===== config.mk =====
export PLATFORM = sky130hd
export DESIGN_NAME = asr_seq_cfg
export DESIGN_NICKNAME = d
export VERILOG_FILES = /design/src/rtl/asr_pkg.sv /design/src/rtl/asr_seq_cfg.sv /design/src/rtl/asr_conv_timer.sv
export SDC_FILE = /design/constraint.sdc
export NUM_CORES = 1
export LEC_CHECK = 0
export ABC_AREA = 0
export CORE_UTILIZATION = 55
export DETAILED_ROUTE_END_ITERATION = 6
export DONT_BUFFER_PORTS = 1
export GPL_ROUTABILITY_DRIVEN = 0
export PLACE_DENSITY = 0.7
export SLEW_MARGIN = 10
export SYNTH_ARGS = -nofsm -noshare
export SYNTH_HDL_FRONTEND = slang
export SYNTH_SLANG_ARGS = --single-unit

===== constraint.sdc =====
create_clock -name pclk -period 5.35 [get_ports pclk]
set_input_delay 0.8025 -clock pclk [delete_from_list [all_inputs] [get_ports pclk]]
set_output_delay 0.8025 -clock pclk [all_outputs]
set_load 0.05 [all_outputs]

===== src/rtl/asr_pkg.sv =====
/*
 * asr_pkg: constants, types and register map of the sequence/result configuration block.
 * assumes: one bus clock domain, APB with 32-bit data, byte addresses on paddr.
 */
package asr_pkg;

	// ************************************************
	// register map (byte addresses)
	// ************************************************
	localparam int CFG_INDEX = 3;
	localparam int START_INDEX = 5;
	localparam logic [7:0] CFG_ADDR = 8'(CFG_INDEX * 4);
	localparam logic [7:0] START_ADDR = 8'(START_INDEX * 4);
	localparam logic [7:0] CTRL_ADDR = 8'h40;
	localparam logic [7:0] CMPEN_ADDR = 8'h44;
	localparam logic [7:0] STATUS_ADDR = 8'h48;
	localparam logic [7:0] FLAGS_ADDR = 8'h4c;

	// ************************************************
	// field positions and reset values
	// ************************************************
	localparam int CFG_JUSTIFY_BIT = 7;
	localparam int CFG_LEN_MSB = 6;
	localparam int CFG_LEN_LSB = 3;
	localparam int CFG_FIFO_BIT = 2;
	localparam int CFG_HALT_MSB = 1;
	localparam int CFG_HALT_LSB = 0;
	localparam logic [7:0] CFG_RESET = 8'h20;
	localparam int START_SCAN_BIT = 5;
	localparam int CTRL_EXT_TRIG_BIT = 0;
	localparam int CTRL_CMP_IRQ_BIT = 1;
	localparam int STATUS_BUSY_BIT = 4;
	localparam int STATUS_HALT_BIT = 5;
	localparam logic [3:0] SEQ_LEN_MAX = 4'ha;

	// freeze responses
	localparam logic [1:0] HALT_CONTINUE = 2'h0;
	localparam logic [1:0] HALT_RESERVED = 2'h1;
	localparam logic [1:0] HALT_AFTER_CONV = 2'h2;
	localparam logic [1:0] HALT_NOW = 2'h3;

	// ************************************************
	// timing
	// ************************************************
	localparam int CONV_CYCLES_DEF = 14;

	// ************************************************
	// types
	// ************************************************
	typedef enum logic [1:0] {ASR_IDLE, ASR_RUN, ASR_HALT} asr_state_e;

	typedef struct packed {
		logic psel;
		logic penable;
		logic pwrite;
		logic [7:0] paddr;
		logic [31:0] pwdata;
	} asr_apb_req_s;

	typedef struct packed {
		logic valid;
		logic [3:0] idx;
		logic [15:0] data;
	} asr_res_wr_s;

	// value 0 and 10..15 all mean ten conversions
	function automatic logic [3:0] asr_seq_len(input logic [3:0] code);
		asr_seq_len = (code == 4'h0 || code > 4'h9) ? SEQ_LEN_MAX : code;
	endfunction : asr_seq_len

endpackage : asr_pkg


===== src/rtl/asr_seq_cfg.sv =====
/*
 * asr_seq_cfg: sequence/result configuration, sequencing and conversion counter of the converter.
 * assumes: adc_data is valid when a conversion completes; result file lives outside and
 * takes res_wr; trigger and freeze pins are asynchronous.
 */
module asr_seq_cfg #(
	parameter int RES_BITS = 10,
	parameter int NUM_RESULTS = 16,
	parameter int CONV_CYCLES = asr_pkg::CONV_CYCLES_DEF
) (
	// clock and reset
	input wire logic pclk,
	input wire logic presetn,
	// apb slave
	input wire asr_pkg::asr_apb_req_s apb_req,
	output logic [31:0] prdata_ff,
	output logic pready_ff,
	output logic pslverr_ff,
	// converter side
	input wire logic [RES_BITS-1:0] adc_data,
	input wire logic ext_trigger_pin,
	input wire logic debug_freeze_pin,
	output asr_pkg::asr_res_wr_s res_wr_ff,
	output logic [NUM_RESULTS-1:0] ccf_ff,
	output logic [3:0] conversion_counter_ff,
	output logic compare_irq_eff_ff,
	output logic [NUM_RESULTS-1:0] compare_en_eff_ff,
	output logic seq_done_ff,
	output logic busy_ff,
	output logic halted_ff
);

	generate
		if (RES_BITS < 8 || RES_BITS > 16 || NUM_RESULTS < 10 || NUM_RESULTS > 16) begin : g_bad
			$error("asr_seq_cfg: unsupported RES_BITS or NUM_RESULTS");
		end
	endgenerate

	// ************************************************
	// pin synchronisers
	// ************************************************
	logic [2:0] trig_sync_ff;
	logic [2:0] frz_sync_ff;
	logic trig_lvl_ff;
	logic frz_lvl_ff;
	logic trig_rise;
	logic freeze_req;

	// a change counts only once stages two and three agree
	always_ff @(posedge pclk or negedge presetn) begin
		if (!presetn) begin
			trig_sync_ff <= 3'h0;
			frz_sync_ff <= 3'h0;
			trig_lvl_ff <= 1'b0;
			frz_lvl_ff <= 1'b0;
		end else begin
			trig_sync_ff <= {trig_sync_ff[1:0], ext_trigger_pin};
			frz_sync_ff <= {frz_sync_ff[1:0], debug_freeze_pin};
			if (trig_sync_ff[1] == trig_sync_ff[2]) begin
				trig_lvl_ff <= trig_sync_ff[2];
			end
			if (frz_sync_ff[1] == frz_sync_ff[2]) begin
				frz_lvl_ff <= frz_sync_ff[2];
			end
		end
	end

	assign trig_rise = (trig_sync_ff[1] == trig_sync_ff[2]) && trig_sync_ff[2] && !trig_lvl_ff;
	assign freeze_req = frz_lvl_ff;

	// ************************************************
	// apb registers
	// ************************************************
	logic [7:0] cfg_ff, nxt_cfg;
	logic scan_ff, nxt_scan;
	logic [7:0] start_ff, nxt_start;
	logic [1:0] ctrl_ff, nxt_ctrl;
	logic [NUM_RESULTS-1:0] cmpen_ff, nxt_cmpen;
	logic [31:0] nxt_prdata;
	logic nxt_pready, nxt_pslverr;
	logic acc, wr_cfg, wr_start, wr_flags, mapped;
	logic [31:0] rd_data;
	asr_pkg::asr_state_e state_ff, nxt_state;
	logic fifo, ext_en;
	logic [1:0] halt_mode;

	assign acc = apb_req.psel && apb_req.penable && pready_ff;
	assign wr_cfg = acc && apb_req.pwrite && (apb_req.paddr == asr_pkg::CFG_ADDR);
	assign wr_start = acc && apb_req.pwrite && (apb_req.paddr == asr_pkg::START_ADDR);
	assign wr_flags = acc && apb_req.pwrite && (apb_req.paddr == asr_pkg::FLAGS_ADDR);
	assign fifo = cfg_ff[asr_pkg::CFG_FIFO_BIT];
	assign halt_mode = cfg_ff[asr_pkg::CFG_HALT_MSB:asr_pkg::CFG_HALT_LSB];
	assign ext_en = ctrl_ff[asr_pkg::CTRL_EXT_TRIG_BIT];

	always_comb begin
		rd_data = 32'h0;
		mapped = 1'b1;
		unique case (apb_req.paddr)
			asr_pkg::CFG_ADDR: rd_data[7:0] = cfg_ff;
			asr_pkg::START_ADDR: rd_data[7:0] = start_ff;
			asr_pkg::CTRL_ADDR: rd_data[1:0] = ctrl_ff;
			asr_pkg::CMPEN_ADDR: rd_data[NUM_RESULTS-1:0] = cmpen_ff;
			asr_pkg::STATUS_ADDR: begin
				rd_data[3:0] = conversion_counter_ff;
				rd_data[asr_pkg::STATUS_BUSY_BIT] = busy_ff;
				rd_data[asr_pkg::STATUS_HALT_BIT] = halted_ff;
			end
			asr_pkg::FLAGS_ADDR: rd_data[NUM_RESULTS-1:0] = ccf_ff;
			default: mapped = 1'b0;
		endcase
	end

	// one wait state: pready rises in the second access cycle
	always_comb begin
		nxt_pready = apb_req.psel && apb_req.penable && !pready_ff;
		nxt_pslverr = nxt_pready && !mapped;
		nxt_prdata = prdata_ff;
		if (nxt_pready) begin
			nxt_prdata = apb_req.pwrite ? 32'h0 : rd_data;
		end
		nxt_cfg = cfg_ff;
		nxt_start = start_ff;
		nxt_scan = scan_ff;
		nxt_ctrl = ctrl_ff;
		nxt_cmpen = cmpen_ff;
		if (wr_cfg) begin
			nxt_cfg = apb_req.pwdata[7:0];
		end
		if (wr_start) begin
			nxt_start = apb_req.pwdata[7:0];
			nxt_scan = apb_req.pwdata[asr_pkg::START_SCAN_BIT];
		end
		if (acc && apb_req.pwrite && apb_req.paddr == asr_pkg::CTRL_ADDR) begin
			nxt_ctrl = apb_req.pwdata[1:0];
		end
		if (acc && apb_req.pwrite && apb_req.paddr == asr_pkg::CMPEN_ADDR) begin
			nxt_cmpen = apb_req.pwdata[NUM_RESULTS-1:0];
		end
	end

	always_ff @(posedge pclk or negedge presetn) begin
		if (!presetn) begin
			prdata_ff <= 32'h0;
			pready_ff <= 1'b0;
			pslverr_ff <= 1'b0;
			cfg_ff <= asr_pkg::CFG_RESET;
			start_ff <= 8'h0;
			scan_ff <= 1'b0;
			ctrl_ff <= 2'h0;
			cmpen_ff <= '0;
		end else begin
			prdata_ff <= nxt_prdata;
			pready_ff <= nxt_pready;
			pslverr_ff <= nxt_pslverr;
			cfg_ff <= nxt_cfg;
			start_ff <= nxt_start;
			scan_ff <= nxt_scan;
			ctrl_ff <= nxt_ctrl;
			cmpen_ff <= nxt_cmpen;
		end
	end

	// ************************************************
	// sequencer
	// ************************************************
	logic t_go, t_kill, t_hold, t_busy, t_done, frz_stop, last_conv;
	logic armed_ff, nxt_armed;
	logic [3:0] seq_pos_ff, nxt_seq_pos;
	logic [3:0] nxt_cc;
	asr_pkg::asr_res_wr_s nxt_res_wr;
	logic nxt_seq_done;
	logic [NUM_RESULTS-1:0] nxt_ccf, ccf_set;

	function automatic logic [15:0] justify(input logic [RES_BITS-1:0] raw, input logic right);
		justify = right ? 16'(raw) : 16'({raw, {(16 - RES_BITS){1'b0}}});
	endfunction : justify

	function automatic logic [3:0] cc_next(input logic [3:0] cc);
		cc_next = (cc == 4'(NUM_RESULTS - 1)) ? 4'h0 : cc + 4'h1;
	endfunction : cc_next

	// immediate freeze stops the timer; the after-conversion freeze only stops between conversions
	assign t_hold = (state_ff == asr_pkg::ASR_HALT) ||
		(freeze_req && halt_mode == asr_pkg::HALT_NOW);
	assign frz_stop = freeze_req && ((halt_mode == asr_pkg::HALT_NOW) ||
		(halt_mode == asr_pkg::HALT_AFTER_CONV && !t_busy));
	assign last_conv = (seq_pos_ff == asr_pkg::asr_seq_len(cfg_ff[6:3]) - 4'h1);

	always_comb begin
		nxt_state = state_ff;
		nxt_armed = armed_ff;
		nxt_seq_pos = seq_pos_ff;
		nxt_cc = conversion_counter_ff;
		nxt_res_wr = res_wr_ff;
		nxt_res_wr.valid = 1'b0;
		nxt_seq_done = 1'b0;
		t_go = 1'b0;
		t_kill = 1'b0;
		unique case (state_ff)
			asr_pkg::ASR_IDLE: begin
				if (trig_rise && ext_en && armed_ff) begin
					nxt_state = asr_pkg::ASR_RUN;
					nxt_seq_pos = 4'h0;
					if (!fifo) begin
						nxt_cc = 4'h0;
					end
				end
			end
			asr_pkg::ASR_RUN: begin
				if (t_done) begin
					nxt_res_wr.valid = 1'b1;
					nxt_res_wr.idx = conversion_counter_ff;
					nxt_res_wr.data = justify(adc_data, cfg_ff[asr_pkg::CFG_JUSTIFY_BIT]);
					nxt_cc = cc_next(conversion_counter_ff);
					nxt_seq_pos = seq_pos_ff + 4'h1;
					if (last_conv) begin
						nxt_seq_done = 1'b1;
						nxt_seq_pos = 4'h0;
						if (!fifo) begin
							nxt_cc = 4'h0;
						end
						if (!scan_ff || ext_en) begin
							nxt_state = asr_pkg::ASR_IDLE;
						end
					end
				end else if (frz_stop) begin
					nxt_state = asr_pkg::ASR_HALT;
				end else if (!t_busy) begin
					t_go = 1'b1;
				end
			end
			asr_pkg::ASR_HALT: begin
				if (!freeze_req || !halt_mode[1]) begin
					nxt_state = asr_pkg::ASR_RUN;
				end
			end
		endcase
		if (wr_cfg) begin
			t_kill = 1'b1;
			nxt_state = asr_pkg::ASR_IDLE;
			nxt_cc = 4'h0;
			nxt_seq_pos = 4'h0;
			nxt_res_wr.valid = 1'b0;
			nxt_seq_done = 1'b0;
		end
		if (wr_start) begin
			t_kill = 1'b1;
			nxt_armed = 1'b1;
			nxt_state = ext_en ? asr_pkg::ASR_IDLE : asr_pkg::ASR_RUN;
			nxt_cc = 4'h0;
			nxt_seq_pos = 4'h0;
			nxt_res_wr.valid = 1'b0;
			nxt_seq_done = 1'b0;
		end
	end

	// a flag being set wins over a clear in the same cycle
	always_comb begin
		ccf_set = '0;
		if (nxt_res_wr.valid) begin
			ccf_set[nxt_res_wr.idx] = 1'b1;
		end
		nxt_ccf = ccf_ff;
		if (wr_flags) begin
			nxt_ccf = ccf_ff & ~apb_req.pwdata[NUM_RESULTS-1:0];
		end
		nxt_ccf = nxt_ccf | ccf_set;
	end

	always_ff @(posedge pclk or negedge presetn) begin
		if (!presetn) begin
			state_ff <= asr_pkg::ASR_IDLE;
			armed_ff <= 1'b0;
			seq_pos_ff <= 4'h0;
			conversion_counter_ff <= 4'h0;
			res_wr_ff <= '0;
			seq_done_ff <= 1'b0;
			ccf_ff <= '0;
			busy_ff <= 1'b0;
			halted_ff <= 1'b0;
			compare_irq_eff_ff <= 1'b0;
			compare_en_eff_ff <= '0;
		end else begin
			state_ff <= nxt_state;
			armed_ff <= nxt_armed;
			seq_pos_ff <= nxt_seq_pos;
			conversion_counter_ff <= nxt_cc;
			res_wr_ff <= nxt_res_wr;
			seq_done_ff <= nxt_seq_done;
			ccf_ff <= nxt_ccf;
			busy_ff <= (nxt_state != asr_pkg::ASR_IDLE);
			halted_ff <= (nxt_state == asr_pkg::ASR_HALT);
			compare_irq_eff_ff <= ctrl_ff[asr_pkg::CTRL_CMP_IRQ_BIT] && !fifo;
			compare_en_eff_ff <= fifo ? '0 : cmpen_ff;
		end
	end

	asr_conv_timer #(.CYCLES(CONV_CYCLES)) u_timer (
		.pclk(pclk),
		.presetn(presetn),
		.go(t_go),
		.hold(t_hold),
		.kill(t_kill),
		.busy(t_busy),
		.done(t_done)
	);

	// ************************************************
	// assertions
	// ************************************************
	a_cfg_abort: assert property (@(posedge pclk) disable iff (!presetn)
		wr_cfg |=> state_ff == asr_pkg::ASR_IDLE && conversion_counter_ff == 4'h0 && !t_busy)
		else $error("config write did not abort");
	a_justify_fmt: assert property (@(posedge pclk) disable iff (!presetn)
		res_wr_ff.valid |-> res_wr_ff.data == justify($past(adc_data), $past(cfg_ff[7])))
		else $error("result justification wrong");
	a_seq_length: assert property (@(posedge pclk) disable iff (!presetn)
		seq_done_ff |-> $past(seq_pos_ff) == asr_pkg::asr_seq_len($past(cfg_ff[6:3])) - 4'h1)
		else $error("sequence length wrong");
	a_reset_len: assert property (@(posedge pclk) disable iff (!presetn)
		!$past(presetn) |-> cfg_ff[6:3] == 4'h4)
		else $error("length field not four");
	a_fixed_slot: assert property (@(posedge pclk) disable iff (!presetn)
		res_wr_ff.valid && !$past(fifo) |-> res_wr_ff.idx == $past(seq_pos_ff))
		else $error("fixed placement slot wrong");
	a_fifo_wrap: assert property (@(posedge pclk) disable iff (!presetn)
		$past(t_done && fifo && !wr_cfg && !wr_start && state_ff == asr_pkg::ASR_RUN)
		|-> conversion_counter_ff == cc_next($past(conversion_counter_ff)))
		else $error("consecutive counter did not advance or wrap");
	a_status_cc: assert property (@(posedge pclk) disable iff (!presetn)
		nxt_pready && !apb_req.pwrite && apb_req.paddr == asr_pkg::STATUS_ADDR
		|=> prdata_ff[3:0] == $past(conversion_counter_ff))
		else $error("status counter mismatch");
	a_start_clear: assert property (@(posedge pclk) disable iff (!presetn)
		wr_start && !ext_en |=> conversion_counter_ff == 4'h0 && state_ff == asr_pkg::ASR_RUN)
		else $error("start did not clear and run");
	a_cmp_off: assert property (@(posedge pclk) disable iff (!presetn)
		fifo ##1 fifo |-> !compare_irq_eff_ff && compare_en_eff_ff == '0)
		else $error("compare not disabled");
	a_ccf_set: assert property (@(posedge pclk) disable iff (!presetn)
		res_wr_ff.valid |-> ccf_ff[res_wr_ff.idx])
		else $error("complete flag not set");
	a_freeze_now: assert property (@(posedge pclk) disable iff (!presetn)
		state_ff == asr_pkg::ASR_RUN && freeze_req && halt_mode == asr_pkg::HALT_NOW
		&& !t_done && !wr_cfg && !wr_start |=> state_ff == asr_pkg::ASR_HALT)
		else $error("immediate freeze missed");
	a_single_seq: assert property (@(posedge pclk) disable iff (!presetn)
		seq_done_ff && $past(!scan_ff || ext_en) |-> state_ff == asr_pkg::ASR_IDLE)
		else $error("single sequence did not stop");
	a_halt_keep: assert property (@(posedge pclk) disable iff (!presetn)
		$past(state_ff == asr_pkg::ASR_HALT && !wr_cfg && !wr_start)
		|-> $stable(conversion_counter_ff) && !res_wr_ff.valid)
		else $error("frozen state changed");

endmodule : asr_seq_cfg


===== src/rtl/asr_conv_timer.sv =====
/*
 * asr_conv_timer: times one conversion in bus clock cycles, can be held and killed.
 * assumes: go is only raised while idle; kill wins over go and hold.
 */
module asr_conv_timer #(
	parameter int CYCLES = asr_pkg::CONV_CYCLES_DEF
) (
	// clock and reset
	input wire logic pclk,
	input wire logic presetn,
	// control
	input wire logic go,
	input wire logic hold,
	input wire logic kill,
	// status
	output logic busy,
	output logic done
);

	localparam int CW = $clog2(CYCLES + 1);

	// ************************************************
	// counter
	// ************************************************
	logic [CW-1:0] cnt_ff;
	logic [CW-1:0] nxt_cnt;

	generate
		if (CYCLES < 2) begin : g_bad
			$error("asr_conv_timer: CYCLES must be at least 2");
		end
	endgenerate

	assign busy = (cnt_ff != '0);
	// a held conversion never completes, so an immediate freeze loses no result
	assign done = (cnt_ff == CW'(1)) && !hold && !kill;

	always_comb begin
		nxt_cnt = cnt_ff;
		if (kill) begin
			nxt_cnt = '0;
		end else if (go && !busy) begin
			nxt_cnt = CW'(CYCLES);
		end else if (busy && !hold) begin
			nxt_cnt = cnt_ff - CW'(1);
		end
	end

	always_ff @(posedge pclk or negedge presetn) begin
		if (!presetn) begin
			cnt_ff <= '0;
		end else begin
			cnt_ff <= nxt_cnt;
		end
	end

endmodule : asr_conv_timer


Word level (Yosys, flattened, before mapping):

Index checks and enable logic that the tools add are counted.

* bits of input ports: 57
* flip-flop bits (word level): 149

* equal/unequal tests: 19
* bitwise gates (word level): 3
* order comparisons: 3
* add/subtract/negate cells: 4
* reductions and logical operators: 48
* muxes and demuxes: 56

Operator list (number)
* $mux 16: 5
* $mux 4: 17
* $mux 21: 2
* $eq 8x7->1 const B: 4
* $logic_and 1x1->1: 23
* $pmux 4 s5: 1
* $and 16x16->16: 1
* $mux 1: 16
* $mux 2: 8
* $not 16->16: 1
* $or 16x16->16: 1
* $pmux 4 s2: 2
* $pmux 8 s2: 1
* $ne 4x4->1 const B: 3
* $pmux 2 s6: 1
* $logic_not 1->1: 10
* $add 4x1->4 const B: 2
* $eq 2x2->1 const B: 4
* $eq 8x4->1 const B: 1
* $eq 8x5->1 const B: 1
* $pmux 2 s4: 1
* $reduce_bool 4->1: 2
* $sub 4x1->4 const B: 2
* $pmux 2 s3: 1
* other kinds (18): 23

Depth between registers and ports, before layout:

* word-level depth: 16
* depth in mapped cells: 10
* gate-level depth less buffers: 8

Cells and area by module:

A second synthesis with hierarchy kept.

* cells, all modules: 542
* area, all modules: 6144.6 um2

By module, submodules not included
* asr_seq_cfg: area an instance 5841.9 um2, sequential area each 3204.3 um2, times used 1, cells an instance 511
* asr_conv_timer: area an instance 302.8 um2, sequential area each 100.1 um2, times used 1, cells an instance 31

Worst setup path before layout:

OpenSTA, ideal clock, no wires.

* path type: in2reg
* start point: input port apb_req[33] (netlist bit)
* end point: register ccf_ff[10]
* stages: 9
* arrival time: 2284 ps
* setup time: 121 ps
* slack: 2944 ps
* cells stage by stage: nor4_4 > and3b_1 > buf_4 > and3_1 > and2_1 > buf_4 > buf_6 > nand2_1 > a22o_1

* longest elaborated chain between the ends: 14

Ends and longest elaborated chain
* from (decl): line asr_seq_cfg.sv:15 `input wire asr_pkg::asr_apb_req_s apb_req,`
* $eq 8x4->1: line asr_seq_cfg.sv:88 `assign wr_cfg = acc && apb_req.pwrite && (apb_req.paddr == asr_pkg::CFG_ADDR);`
* $logic_and 1x1->1: line asr_seq_cfg.sv:88
* $mux 1: line asr_seq_cfg.sv:238 `if (wr_cfg) begin`
* $mux 1: line asr_seq_cfg.sv:246 `if (wr_start) begin`
* $logic_not 1->1: line asr_conv_timer.sv:36 `assign done = (cnt_ff == CW'(1)) && !hold && !kill;`
* $logic_and 1x1->1: line asr_conv_timer.sv:36
* $mux 21: line asr_seq_cfg.sv:210 `if (t_done) begin`
* $mux 21: line asr_seq_cfg.sv:199 `unique case (state_ff)`
* $lt 4x5->1 (not written as such) / $ge 4x1->1 (equally long branches): line asr_seq_cfg.sv:261 `ccf_set[nxt_res_wr.idx] = 1'b1;`
* $logic_and 1x1->1 (not written as such): line asr_seq_cfg.sv:261
* $mux 1 (not written as such): line asr_seq_cfg.sv:261
* $demux 1 s4: line asr_seq_cfg.sv:261
* $mux 16: line asr_seq_cfg.sv:260 `if (nxt_res_wr.valid) begin`
* $or 16x16->16 *: line asr_seq_cfg.sv:267 `nxt_ccf = nxt_ccf | ccf_set;`
* via nxt_ccf[10]: line asr_seq_cfg.sv:172 `logic [NUM_RESULTS-1:0] nxt_ccf, ccf_set;`
* to (signal assigned): line asr_seq_cfg.sv:290 `ccf_ff <= nxt_ccf;`
* to (decl): line asr_seq_cfg.sv:24 `output logic [NUM_RESULTS-1:0] ccf_ff,`

Mark *: on every way through the listed nets, which the timed path passes. The rest lies on a longest branch.
A chain may end at the register's enable or synchronous reset.

Worst setup path after layout:

* start point: register pready_ff
* end point: register ccf_ff[15]

* longest elaborated chain between the ends: 15

Ends and longest elaborated chain
* from (decl): line asr_seq_cfg.sv:17 `output logic pready_ff,`
* from (signal assigned): line asr_seq_cfg.sv:153 `pready_ff <= nxt_pready;`
* $logic_and 1x1->1 *: line asr_seq_cfg.sv:87 `assign acc = apb_req.psel && apb_req.penable && pready_ff;`
* $logic_and 1x1->1 *: line asr_seq_cfg.sv:88, asr_seq_cfg.sv:89, asr_seq_cfg.sv:90
* $logic_and 1x1->1: line asr_seq_cfg.sv:88
* $mux 1: line asr_seq_cfg.sv:238
* $mux 1: line asr_seq_cfg.sv:246
* $logic_not 1->1: line asr_conv_timer.sv:36
* $logic_and 1x1->1: line asr_conv_timer.sv:36
* $mux 21: line asr_seq_cfg.sv:210
* $mux 21: line asr_seq_cfg.sv:199
* $lt 4x5->1 (not written as such) / $ge 4x1->1 (equally long branches): line asr_seq_cfg.sv:261
* $logic_and 1x1->1 (not written as such): line asr_seq_cfg.sv:261
* $mux 1 (not written as such): line asr_seq_cfg.sv:261
* $demux 1 s4: line asr_seq_cfg.sv:261
* $mux 16: line asr_seq_cfg.sv:260
* $or 16x16->16 *: line asr_seq_cfg.sv:267
* via nxt_ccf[15]: line asr_seq_cfg.sv:172

Marked as above.

==> results.cfg <==
[clock_tree]
cts_root_buf = sky130_fd_sc_hd__clkbuf_8
htree_levels = 4
cts_made_buffers = 17
numClockSinks = 132
postCtsSetupRepairBufs = 0
clk-insertion-delay-late_ps = 530
clk_pin_slew_worst_paths_ps = 60
cts.path.max_buffers = 2
cts_tree = done

[sta]
hold_viol = 0
worst_hold_slack_ps = 118
clock.fmax_ghz = 0.330
worst_slack_ps = 2320
final-setup-viol-count = 0
drv_slew = 0
period_needed_ps = 3030
totalNegativeSetupSlack_ps = 0
max-slew-margin-rel = 0.393
worst_pin_slew_ps = 910
fin_skew_ps = 12.0
rsz0062_at_grt = no
final.period_utilization = 0.567

[worst_setup_path]
rr_endpoint = ccf_ff[15]$_DFF_PN0_
crit_required_ps = 5770
cpMaxStageDelayCell = sky130_fd_sc_hd__dfrtp_1
cp-endpoint = ccf_ff[15]$_DFF_PN0_
timing.critical_path.from = pready_ff$_DFF_PN0_
r2r_setup_slack_ps = 2320
critPathCaptureType = register
timing.setup.critical_path_class = reg2reg
worstPathCellList = and4_1 -> o2111ai_1 -> and2_4 -> nand2_2 -> inv_2 -> and3_1 -> a32o_1
arr_time_crit_path_ps = 3460
cp_max_fo = 26
reg2reg_depth = 7
r2r-start = pready_ff$_DFF_PN0_
startpoint_type = register
critPathMaxStageDelay_ps = 660

[layout]
fraction_of_layout_cells_with_a_size_suffix_above_1 = 0.158
num_antenna_cells = 0
area_growth_pct = 11.0
final-instance-count-excl-fill = 698
finalNetCount = 611
layout_common_cells = sky130_fd_sc_hd__dfrtp_1, sky130_fd_sc_hd__nand2_1, sky130_fd_sc_hd__mux2_2
leading_cell_type_in_the_layout_fill_and_taps_excluded = sky130_fd_sc_hd__dfrtp_1
filler_cell_count = 889

[routing]
met2WireLength_um = 6530
detail_route.vias_per_cell = 5.87
routedWlPerCell_um = 19.2
route.antenna.remaining_nets = 0
drt_drc_violations_left = 0
met3RoutedLength_um = 856
drt_iter0_markers = 292
wirelength_met1_um = 5750
detail_route.wirelength_um = 13400
via_total_after_detailed_routing = 4098
top_layer_used = met4
drt_pass1_iterations = 4

[yosys]
synth_xor_xnor_area_share = 0.0100
synth_simple_gate_area_share = 0.164
ys_seq_elements = 132
synth-seq-area-share = 0.539
synth.area.mux_share = 0.0946
yosysWarningCount = 0
synth_fa_ha_area_frac = 0.0200
netlist_area_mm2 = 0.00613
synth_cell_type_count = 71
synth_top_family_by_area = simple AND/OR/NAND/NOR gates
post_synth_main_area_contributors = sky130_fd_sc_hd__dfrtp_1, sky130_fd_sc_hd__mux2_2, sky130_fd_sc_hd__nand2_1
synth_top_cell_area_share = 0.535
edff_count_synth = 0
synthesis.area_per_instance_um2 = 11.1
synth-compound-area-share = 0.120
postSynth.topFlopCell = sky130_fd_sc_hd__dfrtp_1
asyncSetResetFlopFracSynth = 1.00
syn-instance-count = 554
yosys.area.top_type = sky130_fd_sc_hd__dfrtp_1

[placed_design]
dp_hpwl_um = 9080
setup_slack_placement_ps = 1900
numPlacedInstances = 665
io_buffer_count = 0

[power]
power.leakage_uw = 0.00318
power_uw = 3380
peak_supply_drop_v = 0.000355
p_per_area_mw_per_mm2 = 497

[flow_run]
max_cap_violations = 0

[floorplan]
floorplan.die_area_mm2 = 0.0116
placementRows = 38
core_area_mm2 = 0.0108
die_w_um = 108
die_h_um = 108
floorplan.initialDensity = 0.565
ioPinCount = 152

[global_routing]
grt_antenna_before_repair = 0
grt_start_max_net_pins = 132
first_pass_grt_wire_length_um = 21100
grt-ovfl-total = 0
grt_pass1_vias = 4024
aggregate_global_route_resource_usage = 0.244

[outcome]
run_status = finished, final reports clean

[min_path]
holdCritPathClass = in2async
cell usage after synthesis, types with 3 or more instances:
cell                       count
sky130_fd_sc_hd__buf_1         3
sky130_fd_sc_hd__buf_4        22
sky130_fd_sc_hd__clkbuf_1     10
sky130_fd_sc_hd__a21oi_1      12
sky130_fd_sc_hd__nor4_1        3
sky130_fd_sc_hd__inv_1        12
sky130_fd_sc_hd__xor2_1        5
sky130_fd_sc_hd__o21ai_0      19
sky130_fd_sc_hd__o211ai_1      4
sky130_fd_sc_hd__nand3_1      12
sky130_fd_sc_hd__o21ai_1      10
sky130_fd_sc_hd__nor2_1       23
sky130_fd_sc_hd__nand2b_1      9
sky130_fd_sc_hd__nand2_1      80
sky130_fd_sc_hd__or4b_1        3
sky130_fd_sc_hd__nand4_1       3
sky130_fd_sc_hd__and3_1        4
sky130_fd_sc_hd__mux2_2       35
sky130_fd_sc_hd__mux2i_1      14
sky130_fd_sc_hd__a22o_1       14
sky130_fd_sc_hd__buf_2         8
sky130_fd_sc_hd__a22oi_1      12
sky130_fd_sc_hd__dfrtp_1     131
sky130_fd_sc_hd__o22ai_1       6
sky130_fd_sc_hd__nand3b_1     12
sky130_fd_sc_hd__a32o_1        5
sky130_fd_sc_hd__ha_1          9
sky130_fd_sc_hd__nor2b_1      23
how the worst min path moves through the flow:
stage	start	to	cells after the start	slack (ps)
finish	presetn	cfg_ff[5]$_DFFE_PN1P_	0	120
CTS	presetn	cfg_ff[5]$_DFFE_PN1P_	0	100
detailed placement	trig_sync_ff[0]$_DFF_PN0_	trig_sync_ff[1]$_DFF_PN0_	0	340
global route	presetn	cfg_ff[5]$_DFFE_PN1P_	0	100
floorplan	frz_sync_ff[0]$_DFF_PN0_	frz_sync_ff[1]$_DFF_PN0_	0	330
global placement	frz_sync_ff[0]$_DFF_PN0_	frz_sync_ff[1]$_DFF_PN0_	0	330
power breakdown:
group	switching (uW)	leakage (uW)	internal, uW
clock network	429	0.000331	890
logic	282	0.00107	183
registers	478	0.00178	1120
total	1190	0.00318	2190
final cells by class:
type | instances | area [um2] | area share
inverters | 14 | 52.6 | 0.00773
multi-input cells | 379 | 2560 | 0.377
repair buffers | 1 | 27.5 | 0.00405
clock buffers | 20 | 455 | 0.0670
well taps | 140 | 175 | 0.0258
clock inverters | 12 | 224 | 0.0329
flip-flops and latches | 132 | 3300 | 0.486
worst max-delay path: cells and delay by family (launching register included):
family | cells | cell delay, ps
buffers and inverters | 1 | 310
flip-flops | 1 | 660
AND/OR/NAND/NOR | 4 | 1370
AO/OA/AOI/OAI | 2 | 570
kinds of logic after synthesis:
| logic type | Yosys count |
|---|---|
| multiplexers | 51 |
| buffers and inverters | 58 |
| other | 1 |
| XOR/XNOR | 7 |
| AO/OA/AOI/OAI | 103 |
| AND/OR/NAND/NOR | 192 |
| adder cells (fa/ha/maj) | 10 |
| flip-flops | 132 |
state kept, by name (all words and copies together), names as in the netlist, 2 cells and up:
signal                 cells
compare_en_eff_ff         16
res_wr_ff                 21
u_timer.cnt_ff             4
ccf_ff                    16
conversion_counter_ff      4
cmpen_ff                  16
start_ff                   8
cfg_ff                     8
state_ff                   2
prdata_ff                 16
seq_pos_ff                 4
ctrl_ff                    2
trig_sync_ff               3
frz_sync_ff                3
what timing repair did:
item / 4_1_cts / 5_1_grt
setup endpoints to repair: 0 / 0
hold buffers: 1 / 0
endpoints found under the hold margin: 131 / 0
gates resized for setup: 0 / 0
stage by stage:
| stage | instance area [um2] | util |
|---|---|---|
| 6_report | 6800 | 0.627 |
| 3_5_place_dp | 6090 | 0.562 |
| 5_1_grt | 6800 | 0.627 |
| 3_3_place_gp | 6090 | 0.562 |
| 2_1_floorplan | 6180 | - |
| 4_1_cts | 6800 | 0.627 |
routing by layer:
| metal | up-vias | GRT usage |
|---|---|---|
| li1 | 1912 | - |
| met1 | 2023 | 0.304 |
| met2 | 138 | 0.394 |
| met3 | 25 | 0.0726 |
| met4 | 0 | 0.106 |
| met5 | - | 0 |
No activity file was read; power rests on OpenSTA's default activity.
